File: src/verilog/cmd_decoder_pkg.sv
// Constants for the configuration-command decoder: byte codes, frame limits, FSM states.
// Assumes a byte-wide UART engine and a register map outside, all on one clock.
// Contract
// - A byte at or above 0x80 may arrive as escape 0xFE plus value minus 0x80
// - Escape decoding applies alike to the address byte and the value byte
// - Single write frame sizes are 0x02, 0x03 or 0x04 by escapes used
// - A valid write to writable registers is answered with acknowledge 0x06
// - Write to read-only or missing register: answer 0x15, change nothing
// - Bytes 0x00 to 0xEF are taken unescaped at face value
// - After an escape byte, bit 7 of the next data byte is inverted
// - One decoded byte means a read of that byte with bit 7 inverted
// - Two escapes cancel, unless the next byte is 0xF0 to 0xFF
// - Several decoded bytes mean a write: register number, then data, 32 at most
// - Size byte counts field bytes including escapes; no 0xFF in either
// - Serial bytes are commands only while the configuration-select line is low
// - Valid read answers 0x06, register number, raw value; invalid read answers 0x15
// - Link bytes are 8N1 at the configured baud rate
package cmd_decoder_pkg;

    localparam logic [7:0] HEADER_BYTE = 8'hFF;
    localparam logic [7:0] ESCAPE_BYTE = 8'hFE;
    localparam logic [7:0] RESERVED_LO = 8'hF0;
    localparam logic [7:0] BIT7_MASK = 8'h80;
    localparam logic [7:0] ACK_BYTE = 8'h06;
    localparam logic [7:0] COMMAND_REJECTED_BYTE = 8'h15;
    localparam logic [7:0] ONE_BYTE = 8'h01;
    localparam logic [7:0] ZERO_BYTE = 8'h00;

    localparam int MAX_DECODED = 32;
    localparam logic [5:0] MAX_DECODED_W = 6'h20;
    localparam logic [5:0] ONE_IDX = 6'h01;
    localparam logic [1:0] DEPTH_NONE = 2'h0;
    localparam logic [1:0] DEPTH_ONE = 2'h1;
    localparam logic [1:0] DEPTH_TWO = 2'h2;
    localparam logic [1:0] RESP_ONE = 2'h1;
    localparam logic [1:0] RESP_THREE = 2'h3;

    typedef enum logic [8:0] {
        ST_IDLE  = 9'h001,
        ST_SIZE  = 9'h002,
        ST_FIELD = 9'h004,
        ST_DRAIN = 9'h008,
        ST_EVAL  = 9'h010,
        ST_READ  = 9'h020,
        ST_CHECK = 9'h040,
        ST_WRITE = 9'h080,
        ST_RESP  = 9'h100
    } dec_state_e;

    // True for the raw codes kept back for future use
    function automatic logic is_reserved(input logic [7:0] b);
        is_reserved = (b >= RESERVED_LO) && (b < ESCAPE_BYTE);
    endfunction : is_reserved

endpackage : cmd_decoder_pkg

File: src/verilog/resp_if.sv
// Carrier between the frame controller and the response sender.
// Assumes both ends run on the same clock.
`timescale 1ns/1ps
`default_nettype none
interface resp_if;
    logic load;
    logic [1:0] count;
    logic [7:0] byte0;
    logic [7:0] byte1;
    logic [7:0] byte2;
    logic busy;
    modport source (output load, output count, output byte0, output byte1, output byte2,
                    input busy);
    modport sink (input load, input count, input byte0, input byte1, input byte2,
                  output busy);
endinterface : resp_if
`default_nettype wire

File: src/verilog/escape_decoder.sv
// Undoes the escape encoding of one command field, byte by byte.
// Assumes header bytes are filtered out by the caller and clear_i marks a new frame.
`timescale 1ns/1ps
`default_nettype none
module escape_decoder (
    input wire logic core_clk_i,      // Core clock
    input wire logic rst_b_i,         // Async reset, active low
    input wire logic clear_i,         // Start of a new field
    input wire logic [7:0] byte_i,    // Raw field byte
    input wire logic valid_i,         // Raw byte strobe
    output logic [7:0] dec_byte_o,    // Decoded byte
    output logic dec_valid_o,         // Decoded byte strobe
    output logic reserved_o,          // Raw reserved code seen
    output logic pending_o            // Escape still waiting for its byte
);
    import cmd_decoder_pkg::*;

    logic [1:0] depth_q;
    logic [1:0] depth_d;
    logic [7:0] dec_d;
    logic emit;
    wire is_esc = (byte_i == ESCAPE_BYTE);
    wire is_rsv = is_reserved(byte_i);

    always_comb begin
        depth_d = depth_q;
        dec_d = byte_i;
        emit = 1'b0;
        if (valid_i && !is_rsv) begin
            if (is_esc && depth_q == DEPTH_TWO) begin
                // Third escape: the first applies to the second, the third stays pending
                dec_d = ESCAPE_BYTE ^ BIT7_MASK;
                emit = 1'b1;
                depth_d = DEPTH_ONE;
            end else if (is_esc) begin
                depth_d = depth_q + DEPTH_ONE;
            end else begin
                dec_d = (depth_q == DEPTH_ONE) ? (byte_i ^ BIT7_MASK) : byte_i;
                emit = 1'b1;
                depth_d = DEPTH_NONE;
            end
        end else if (valid_i) begin
            depth_d = DEPTH_NONE;
        end
    end

    always_ff @(posedge core_clk_i or negedge rst_b_i) begin
        if (!rst_b_i) begin
            depth_q <= DEPTH_NONE;
            dec_byte_o <= ZERO_BYTE;
            dec_valid_o <= 1'b0;
            reserved_o <= 1'b0;
        end else begin
            depth_q <= clear_i ? DEPTH_NONE : depth_d;
            dec_byte_o <= dec_d;
            dec_valid_o <= emit && !clear_i;
            reserved_o <= valid_i && is_rsv && !clear_i;
        end
    end

    assign pending_o = (depth_q != DEPTH_NONE);
endmodule : escape_decoder
`default_nettype wire

File: src/verilog/response_sender.sv
// Sends a loaded answer of one or three bytes to the UART transmitter.
// Assumes the transmitter takes a byte when tx_valid_o and tx_ready_i are both high.
`timescale 1ns/1ps
`default_nettype none
module response_sender (
    input wire logic core_clk_i,      // Core clock
    input wire logic rst_b_i,         // Async reset, active low
    resp_if.sink resp,                // Answer from the controller
    output logic [7:0] tx_byte_o,     // Byte to transmitter
    output logic tx_valid_o,          // Byte offered
    input wire logic tx_ready_i       // Transmitter takes byte
);
    import cmd_decoder_pkg::*;

    logic [1:0] left_q;
    logic [7:0] next1_q;
    logic [7:0] next2_q;
    wire take = tx_valid_o && tx_ready_i;

    always_ff @(posedge core_clk_i or negedge rst_b_i) begin
        if (!rst_b_i) begin
            left_q <= 2'h0;
            tx_byte_o <= ZERO_BYTE;
            next1_q <= ZERO_BYTE;
            next2_q <= ZERO_BYTE;
        end else if (resp.load && !resp.busy) begin
            left_q <= resp.count;
            tx_byte_o <= resp.byte0;
            next1_q <= resp.byte1;
            next2_q <= resp.byte2;
        end else if (take) begin
            left_q <= left_q - RESP_ONE;
            tx_byte_o <= next1_q;
            next1_q <= next2_q;
        end
    end

    assign tx_valid_o = (left_q != 2'h0);
    assign resp.busy = tx_valid_o;
endmodule : response_sender
`default_nettype wire

File: src/verilog/register_command_decoder.sv
// Frame controller for configuration commands arriving from the host UART.
// Assumes the UART engine and register map share core_clk_i; the select line is a pin.
`timescale 1ns/1ps
`default_nettype none
module register_command_decoder (
    input wire logic core_clk_i,      // Core clock, 250 MHz
    input wire logic rst_b_i,         // Async reset, active low
    input wire logic [7:0] rx_byte_i, // Byte from UART receiver, 8N1
    input wire logic rx_valid_i,      // Received byte strobe
    input wire logic cfg_select_b_i,  // Low: bytes are commands
    output logic [7:0] payload_byte_o,// Byte meant for transmission
    output logic payload_valid_o,     // Payload byte strobe
    output logic [7:0] reg_addr_o,    // Register number
    output logic [7:0] reg_wdata_o,   // Value to write
    output logic reg_wr_o,            // Write strobe
    output logic reg_rd_o,            // Read strobe
    input wire logic [7:0] reg_rdata_i, // Value of reg_addr_o
    input wire logic reg_readable_i,  // reg_addr_o exists
    input wire logic reg_writable_i,  // reg_addr_o may be written
    output logic [7:0] tx_byte_o,     // Answer byte to UART transmitter
    output logic tx_valid_o,          // Answer byte offered
    input wire logic tx_ready_i       // Transmitter takes byte
);
    import cmd_decoder_pkg::*;

    ////////////////////////////////////////////////////////////////////////////
    // Select line synchroniser and receive qualifiers

    logic sel_meta_q;
    logic sel_q;

    always_ff @(posedge core_clk_i or negedge rst_b_i) begin
        if (!rst_b_i) begin
            sel_meta_q <= 1'b1;
            sel_q <= 1'b1;
        end else begin
            sel_meta_q <= cfg_select_b_i;
            sel_q <= sel_meta_q;
        end
    end

    dec_state_e st_q;
    dec_state_e st_d;
    logic [7:0] size_q;
    logic [7:0] rcnt_q;
    logic [5:0] nbytes_q;
    logic [5:0] idx_q;
    logic err_q;
    logic [7:0] addr_q;
    logic [7:0] wdata_q;
    logic [7:0] buf_q [MAX_DECODED];
    logic [1:0] rcount_q;
    logic [7:0] rb0_q;
    logic [7:0] rb1_q;
    logic [7:0] rb2_q;
    logic [7:0] dec_byte;
    logic dec_valid;
    logic dec_rsv;
    logic dec_pend;

    wire rx_cmd = rx_valid_i && !sel_q;
    wire rx_hdr = rx_cmd && (rx_byte_i == HEADER_BYTE);
    wire in_frame = (st_q == ST_IDLE) || (st_q == ST_SIZE) || (st_q == ST_FIELD);
    wire restart = in_frame && rx_hdr;
    wire abort = sel_q && ((st_q == ST_SIZE) || (st_q == ST_FIELD));
    wire size_zero = (rx_byte_i == ZERO_BYTE);
    wire last_raw = (8'(rcnt_q + ONE_BYTE) == size_q);
    wire field_take = rx_cmd && !rx_hdr && (st_q == ST_FIELD);
    wire overflow = dec_valid && (nbytes_q == MAX_DECODED_W);
    wire last_idx = (idx_q == 6'(nbytes_q - ONE_IDX));
    wire [7:0] next_wdata = buf_q[5'(idx_q + ONE_IDX)];

    ////////////////////////////////////////////////////////////////////////////
    // Escape decoding of the field

    escape_decoder u_escape (
        .core_clk_i (core_clk_i),
        .rst_b_i (rst_b_i),
        .clear_i (restart || abort),
        .byte_i (rx_byte_i),
        .valid_i (field_take),
        .dec_byte_o (dec_byte),
        .dec_valid_o (dec_valid),
        .reserved_o (dec_rsv),
        .pending_o (dec_pend)
    );

    ////////////////////////////////////////////////////////////////////////////
    // Frame sequencing

    resp_if resp ();

    always_comb begin
        st_d = st_q;
        unique case (st_q)
            ST_IDLE: begin
                if (rx_hdr) st_d = ST_SIZE;
            end
            ST_SIZE: begin
                if (rx_hdr) st_d = ST_SIZE;
                else if (rx_cmd && size_zero) st_d = ST_EVAL;
                else if (rx_cmd) st_d = ST_FIELD;
            end
            ST_FIELD: begin
                if (rx_hdr) st_d = ST_SIZE;
                else if (field_take && last_raw) st_d = ST_DRAIN;
            end
            ST_DRAIN: st_d = ST_EVAL;
            ST_EVAL: begin
                if (err_q || nbytes_q == 6'h00) st_d = ST_RESP;
                else if (nbytes_q == ONE_IDX) st_d = ST_READ;
                else st_d = ST_CHECK;
            end
            ST_READ: st_d = ST_RESP;
            ST_CHECK: begin
                if (!reg_writable_i) st_d = ST_RESP;
                else if (last_idx) st_d = ST_WRITE;
            end
            ST_WRITE: begin
                if (last_idx) st_d = ST_RESP;
            end
            ST_RESP: begin
                if (!resp.busy) st_d = ST_IDLE;
            end
        endcase
        if (abort) st_d = ST_IDLE;
    end

    always_ff @(posedge core_clk_i or negedge rst_b_i) begin
        if (!rst_b_i) st_q <= ST_IDLE;
        else st_q <= st_d;
    end

    ////////////////////////////////////////////////////////////////////////////
    // Field counting, decoded byte store and error tracking

    always_ff @(posedge core_clk_i or negedge rst_b_i) begin
        if (!rst_b_i) begin
            size_q <= ZERO_BYTE;
            rcnt_q <= ZERO_BYTE;
            nbytes_q <= 6'h00;
            err_q <= 1'b0;
        end else if (restart) begin
            rcnt_q <= ZERO_BYTE;
            nbytes_q <= 6'h00;
            err_q <= 1'b0;
        end else begin
            if (st_q == ST_SIZE && rx_cmd) begin
                size_q <= rx_byte_i;
                err_q <= size_zero;
            end
            if (field_take) rcnt_q <= 8'(rcnt_q + ONE_BYTE);
            if (dec_valid && !overflow) nbytes_q <= 6'(nbytes_q + ONE_IDX);
            // A dangling escape means the size did not match the field
            if (dec_rsv || overflow || (st_q == ST_DRAIN && dec_pend)) err_q <= 1'b1;
        end
    end

    // Storage needs no reset: only entries below nbytes_q ever reach a read or write strobe
    always_ff @(posedge core_clk_i) begin
        if (dec_valid && !overflow) buf_q[nbytes_q[4:0]] <= dec_byte;
    end

    ////////////////////////////////////////////////////////////////////////////
    // Register access: check every target first so a refused write changes nothing

    always_ff @(posedge core_clk_i or negedge rst_b_i) begin
        if (!rst_b_i) begin
            addr_q <= ZERO_BYTE;
            wdata_q <= ZERO_BYTE;
            idx_q <= 6'h00;
        end else if (st_q == ST_EVAL) begin
            addr_q <= (nbytes_q == ONE_IDX) ? (buf_q[0] ^ BIT7_MASK) : buf_q[0];
            idx_q <= ONE_IDX;
        end else if (st_q == ST_CHECK && reg_writable_i) begin
            addr_q <= last_idx ? buf_q[0] : 8'(addr_q + ONE_BYTE);
            idx_q <= last_idx ? ONE_IDX : 6'(idx_q + ONE_IDX);
            wdata_q <= buf_q[1];
        end else if (st_q == ST_WRITE) begin
            addr_q <= 8'(addr_q + ONE_BYTE);
            idx_q <= 6'(idx_q + ONE_IDX);
            wdata_q <= next_wdata;
        end
    end

    assign reg_addr_o = addr_q;
    assign reg_wdata_o = wdata_q;
    assign reg_wr_o = (st_q == ST_WRITE);
    assign reg_rd_o = (st_q == ST_READ);

    ////////////////////////////////////////////////////////////////////////////
    // Answer composition

    always_ff @(posedge core_clk_i or negedge rst_b_i) begin
        if (!rst_b_i) begin
            rcount_q <= RESP_ONE;
            rb0_q <= COMMAND_REJECTED_BYTE;
            rb1_q <= ZERO_BYTE;
            rb2_q <= ZERO_BYTE;
        end else begin
            if (st_q == ST_EVAL) begin
                rcount_q <= RESP_ONE;
                rb0_q <= COMMAND_REJECTED_BYTE;
            end
            if (st_q == ST_READ && reg_readable_i) begin
                rcount_q <= RESP_THREE;
                rb0_q <= ACK_BYTE;
                rb1_q <= addr_q;
                rb2_q <= reg_rdata_i; // Raw, never escaped
            end
            if (st_q == ST_CHECK && !reg_writable_i) rb0_q <= COMMAND_REJECTED_BYTE;
            if (st_q == ST_WRITE && last_idx) rb0_q <= ACK_BYTE;
        end
    end

    assign resp.load = (st_q == ST_RESP);
    assign resp.count = rcount_q;
    assign resp.byte0 = rb0_q;
    assign resp.byte1 = rb1_q;
    assign resp.byte2 = rb2_q;

    response_sender u_sender (
        .core_clk_i (core_clk_i),
        .rst_b_i (rst_b_i),
        .resp (resp),
        .tx_byte_o (tx_byte_o),
        .tx_valid_o (tx_valid_o),
        .tx_ready_i (tx_ready_i)
    );

    ////////////////////////////////////////////////////////////////////////////
    // Payload pass-through while the select line is high

    always_ff @(posedge core_clk_i or negedge rst_b_i) begin
        if (!rst_b_i) begin
            payload_byte_o <= ZERO_BYTE;
            payload_valid_o <= 1'b0;
        end else begin
            payload_byte_o <= rx_byte_i;
            payload_valid_o <= rx_valid_i && sel_q;
        end
    end
endmodule : register_command_decoder
`default_nettype wire

File: config.mk
export PLATFORM = sky130hd
export DESIGN_NAME = register_command_decoder
export DESIGN_NICKNAME = d
export VERILOG_FILES = /design/src/verilog/cmd_decoder_pkg.sv /design/src/verilog/resp_if.sv /design/src/verilog/escape_decoder.sv /design/src/verilog/response_sender.sv /design/src/verilog/register_command_decoder.sv
export SDC_FILE = /design/constraint.sdc
export NUM_CORES = 1
export LEC_CHECK = 0
export BUFFER_PORTS_ARGS = -buffer_cell sky130_fd_sc_hd__buf_2
export CORE_MARGIN = 2
export CORE_UTILIZATION = 60
export CTS_CLUSTER_DIAMETER = 120
export CTS_CLUSTER_SIZE = 16
export DETAILED_ROUTE_END_ITERATION = 10
export HOLD_SLACK_MARGIN = 0.06
export PLACE_DENSITY = 0.85
export SYNTH_ARGS = -nofsm -noshare
export SYNTH_HDL_FRONTEND = slang
export SYNTH_SLANG_ARGS = --single-unit
File: constraint.sdc
create_clock -name core_clk_i -period 3.7 [get_ports core_clk_i]
set_clock_uncertainty 0.1 [all_clocks]
set_input_delay 0.74 -clock core_clk_i [delete_from_list [all_inputs] [get_ports core_clk_i]]
set_output_delay 0.74 -clock core_clk_i [all_outputs]
set_load 0.01 [all_outputs]
Word-level counts from Yosys, hierarchy flattened
Memory sizes are Yosys's and may differ from the RTL's. Cells that the tools add are included. W data, S select, Z words.

Add/subtract/negate cells: 7. Magnitude comparators: 2. Equality and inequality tests: 23. Muxes and demuxes: 58. Bitwise logic cells: 4. Reduce and logical (&&, ||, !) cells: 55.

Operators by type and width (count): $mux W8 (21); $mux W9 (12); $pmux W9 S9 (1); $mux W6 (6); $logic_and A1 B1 Y1 (25); $mux W2 (9); $add A8 B1 Y8 const B (2); $eq A8 B8 Y1 const B (2); $reduce_bool A2 Y1 (7); $add A6 B1 Y6 const B (2); $eq A9 B1 Y1 const B (1); $eq A9 B2 Y1 const B (1); $eq A9 B3 Y1 const B (1); $eq A9 B4 Y1 const B (1); $eq A9 B5 Y1 const B (1); $eq A9 B6 Y1 const B (1); $eq A9 B7 Y1 const B (1); $eq A9 B8 Y1 const B (1); $eq A9 B9 Y1 const B (1); $reduce_bool A3 Y1 (3); $eq A8 B8 Y1 (1); $ge A8 B8 Y1 const B (1); $logic_not A8 Y1 (1); $lt A8 B8 Y1 const B (1); other kinds (22) (46).

Flip-flop bits (word level): 129. Memory bits (writable): 256. Bits of input ports: 23. Output and inout bits: 36. Word-level logic and storage cells: 174. Memories: 1.

Memories: buf_q (depth 32, bits a word 8, rd ports 3, clocked after memory_dff 0, write ports 1, line register_command_decoder.sv:51) `logic [7:0] buf_q [MAX_DECODED];`.

Longest topological paths before layout
Word-level depth: 11. Gate-level depth with buffers: 11. Mapped depth without buffers: 9.

Modules after synthesis
Synthesis repeated with hierarchy kept, for this count alone.

Cell total of the unflattened synthesis: 1081. Area total of the unflattened synthesis: 16214.3 um^2.

Modules (own cells, without submodules): register_command_decoder (times used 1, cells each 934, area each 14475.1 um^2, sequential area each 9794.4 um^2); response_sender (times used 1, cells each 102, area each 1211.2 um^2, sequential area each 650.6 um^2); escape_decoder (times used 1, cells each 45, area each 528.0 um^2, sequential area each 300.3 um^2).

Least setup slack after synthesis
OpenSTA, ideal clock, no wires.

Kind: reg-to-reg. Start: register st_q[2]. End: register rb1_q[0]. Setup time: 125 ps. Arrival: 2391 ps. Data required time: 3475 ps. Slack: 1085 ps. Stages on the path, launching flop included: 8. Path buffers: 1. Clock period less this slack: 2615 ps. Path through: dfrtp_1 -> or4_4 -> nor3_4 -> nand2_1 -> nor3b_1 -> nand2_2 -> buf_2 -> mux2_2.

Word-level cells in the longest chain between the ends: 2.

Ends and longest elaborated chain: start: declaration (line register_command_decoder.sv:42) `dec_state_e st_q;`; start signal: assignment (line register_command_decoder.sv:131) `else st_q <= st_d;`; $eq A9 B6 Y1; named net reg_rd_o (line register_command_decoder.sv:16) `output logic reg_rd_o,`; $logic_and A1 B1 Y1 (line register_command_decoder.sv:205) `if (st_q == ST_READ && reg_readable_i) begin`; end signal: assignment (line register_command_decoder.sv:208) `rb1_q <= addr_q;`; end: declaration (line register_command_decoder.sv:54) `logic [7:0] rb1_q;`.

The timed path passes the listed nets, and every way through them passes these cells. A chain may end at the register's enable or synchronous reset.

Final worst setup path
Start: register st_q[3]. End: output reg_rd_o.

Word-level cells in the longest chain between the ends: 1.

Ends and longest elaborated chain: $eq A9 B6 Y1 (line register_command_decoder.sv:189) `assign reg_rd_o = (st_q == ST_READ);`; end: declaration (line register_command_decoder.sv:16).

No other way between the ends.

==> flow_summary.yaml <==
critical_path:
  cp-end-kind: "output port"
  worstPathArrival_ns: 2.58
  r2r-end: "idx_q[5]"
  crit_required_ns: 2.86
  r2r_setup_slack_ns: 0.56
  path_cells: "or4_4 -> nor3_4 -> nand2_1 -> nor3b_1 -> buf_2"
  reg2reg_depth: 7
  worstSetupPathType: "reg -> out"
  max_stage_delay_ns: 0.60
  start_kind: "flop"
  timing.rr.start: "st_q[3]"
  critPathMaxFanout: 12
  critPathTopFamily: "simple AND/OR/NAND/NOR gates"
  slowest_stage: "or4_4"
  critPathBufInv: 1
clock_tree:
  cts_tree: "done"
  cts_resized: 0
  clkTransAtPathRegs_ns: 0.07
  clk_path_buf_depth: 3
  clk_latency_ns: 0.55
  htree_levels: 1
  cts_buffers: 27
  clockRootBuffer: "clkbuf_16"
  clkSinkCount: 378
yosys:
  syn-mean-instance-area_um2: 15.3
  async_flop_share_pct: 32.3
  synth_cells: 1046
  synth-edff-count: 256
  syn_area_um2: 16000
  ys_ff_latch: 378
  ys_warn_count: 0
  synth_seq_area_share_pct: 67.3
  synth.distinct_cells: 73
  synthFlopType: "edfxtp_1"
  synth_nets: 1081
grt:
  gr-total-overflow: 0
  grt_antenna_before_repair: 0
  grt_pass1_wl_um: 54300
  grt_max_degree: 71
  grt_pass1_vias: 9551
  track_usage_pct: 25.2
route:
  avgRoutedWirePerCell_um: 23.8
  drt-total-wl_um: 34500
  postRouteAntennaNets: 0
  drc_errors: 6
  vias: 9340
  vias_per_cell: 6.44
  dr.first_iter.drc_count: 1018
  dr.pass1.iters: 9
cells_and_area:
  final_cell_mix: "edfxtp_1 (256), dfrtp_1 (117), nand2_1 (77)"
  ff_latch_area_um2: 10700
  nets: 1132
  final_area_um2: 17400
  layout-drive-gt1-share_pct: 20.7
  final_common_cell: "edfxtp_1"
  area_delta_synth_final_pct: 9.16
  multi_input_area_um2: 4940
  antennaDiodeCount: 0
  fillers: 1785
outcome:
  violations: "design-rule violations"
  status: "finished with violations"
min_path:
  worst_hold_path_type: "in -> reg"
  hp-start: "cfg_select_b_i"
  hold_path_depth: 1
  min_to: "sel_meta_q"
placement:
  port_buffers: 58
  place_congestion: 0.847
  dp_hpwl_um: 22400
  dpl-instance-area_um2: 16700
power:
  max-vdd-ir-drop_uv: 431
  p_comb_share_pct: 11.6
  p_sw_w: 0.00217
  netSwitchingFraction_pct: 25.2
  power.internal_w: 0.00645
  leakagePower_nw: 6.38
  power.share.clock_pct: 31.7
  power-per-cell-area_nw_per_um2: 494
  seq_power_share_pct: 56.7
timing:
  rsz0062_at_grt: "false"
  slew_violations: 0
  period_needed_ns: 3.42
  hold_viol_final: 0
  fmax_mhz: 293
  maxSlewHeadroom_pct: 16.1
  setup_violations: 0
  setup_tns_ns: 0
  fin_crit_sh_pct: 92.3
  tightestPinTransition_ns: 1.26
floorplan:
  num_rows: 59
  core_um2: 26100
  die_h_um: 167
  start_util_pct: 61.1
  dieArea_um2: 27900
  io_pins: 59
  die_x_um: 167
job:
  drv_cap: 0
==> cells by family after synthesis <==
group | synth area share [%]
mux | 13.1
fa+ha+maj | 0.940
buf+inv | 1.96
compound gates | 5.61
flops | 67.3
xor+xnor | 2.36
simple gates | 8.76
==> synthesized netlist by cell type (4+ instances only) <==
library cell / n / area share (%)
edfxtp_1: 256 / 48
dfrtp_1: 118 / 18
nand2_1: 77 / 1.8
nor2_1: 75 / 1.8
mux4_2: 64 / 9.0
clkbuf_1: 45 / 1.1
mux2_2: 34 / 2.4
o21ai_0: 34 / 1.1
mux2i_1: 27 / 1.7
xnor2_1: 26 / 1.4
nand3_1: 25 / 0.78
nor3_1: 25 / 0.78
a21oi_1: 22 / 0.69
a22oi_1: 20 / 0.94
xor2_1: 17 / 0.93
buf_2: 16 / 0.50
inv_1: 13 / 0.31
ha_1: 12 / 0.94
and2_1: 11 / 0.43
nand4_1: 9 / 0.35
a211oi_1: 8 / 0.38
and3_1: 8 / 0.31
nand2b_1: 8 / 0.31
a222oi_1: 7 / 0.44
nor4_1: 7 / 0.27
nor2b_1: 6 / 0.24
or3_1: 6 / 0.24
nand3b_1: 5 / 0.24
dfstp_2: 4 / 0.66
nor3b_1: 4 / 0.19
nor4b_1: 4 / 0.22
==> per-stage QoR <==
step                hold slack (ns)  instances  power [W]  util (%)  setup WS [ns]
global route                  0.181       1451    0.00892      66.7          0.167
CTS                           0.170       1451    0.00863      66.7          0.286
finish                        0.187       1451    0.00862      66.7          0.283
detailed placement            0.247       1402    0.00594      63.8          0.679
floorplan                     0.245       1046    0.00564         -           1.08
global placement              0.247       1402    0.00590      63.8          0.754
==> sequential cells by signal, summed over array words and instances (netlist names), 2 cells and up <==
register and flops:
buf_q 256, st_q 9, payload_byte_o 8, rb1_q 8
rb2_q 8, rcnt_q 8, reg_addr_o 8, reg_wdata_o 8
size_q 8, u_escape.dec_byte_o 8, u_sender.next1_q 8, u_sender.next2_q 8
u_sender.tx_byte_o 8, idx_q 6, nbytes_q 6, rb0_q 2
u_escape.depth_q 2, u_sender.left_q 2
==> layer usage <==
| layer | vias up | global-route usage (%) | routed length [um] |
|---|---|---|---|
| met5 | - | 0 | 0 |
| met2 | 435 | 41.6 | 17100 |
| li1 | 4080 | - | - |
| met1 | 4759 | 35.7 | 13600 |
| met4 | 0 | 6.20 | 787 |
| met3 | 66 | 4.33 | 2940 |
==> worst max-delay path by stage <==
stage / cells past startpoint / to / slack (ns) / start
floorplan: 7 / rb1_q[0] / 1.08 / st_q[2]
global placement: 7 / reg_wdata_o[5] / 0.75 / idx_q[0]
detailed placement: 7 / reg_wdata_o[4] / 0.68 / idx_q[1]
CTS: 5 / reg_rd_o / 0.29 / st_q[3]
global route: 5 / reg_rd_o / 0.17 / st_q[3]
finish: 5 / reg_rd_o / 0.28 / st_q[3]
==> layout make-up <==
type	count	area share (%)
Tap cell	335	2.40
Clock inverter	1	0.0502
Clock buffer	47	4.31
Multi-Input combinational cell	592	28.3
Timing Repair Buffer	85	3.00
Inverter	13	0.280
Sequential cell	378	61.6
==> what timing repair did <==
item,in CTS,in global routing
buffers inserted,0,0
hold endpoints to repair,25,0
hold buffers,1,0
==> power groups by stage <==
stage	logic [W]	registers (W)	clock network (W)
global route	0.00110	0.00491	0.00291
global placement	0.000940	0.00496	0
CTS	0.000984	0.00488	0.00276
floorplan	0.000767	0.00487	0
detailed placement	0.000970	0.00497	0
finish	0.000997	0.00489	0.00273
(Power assumes the default switching activity.)
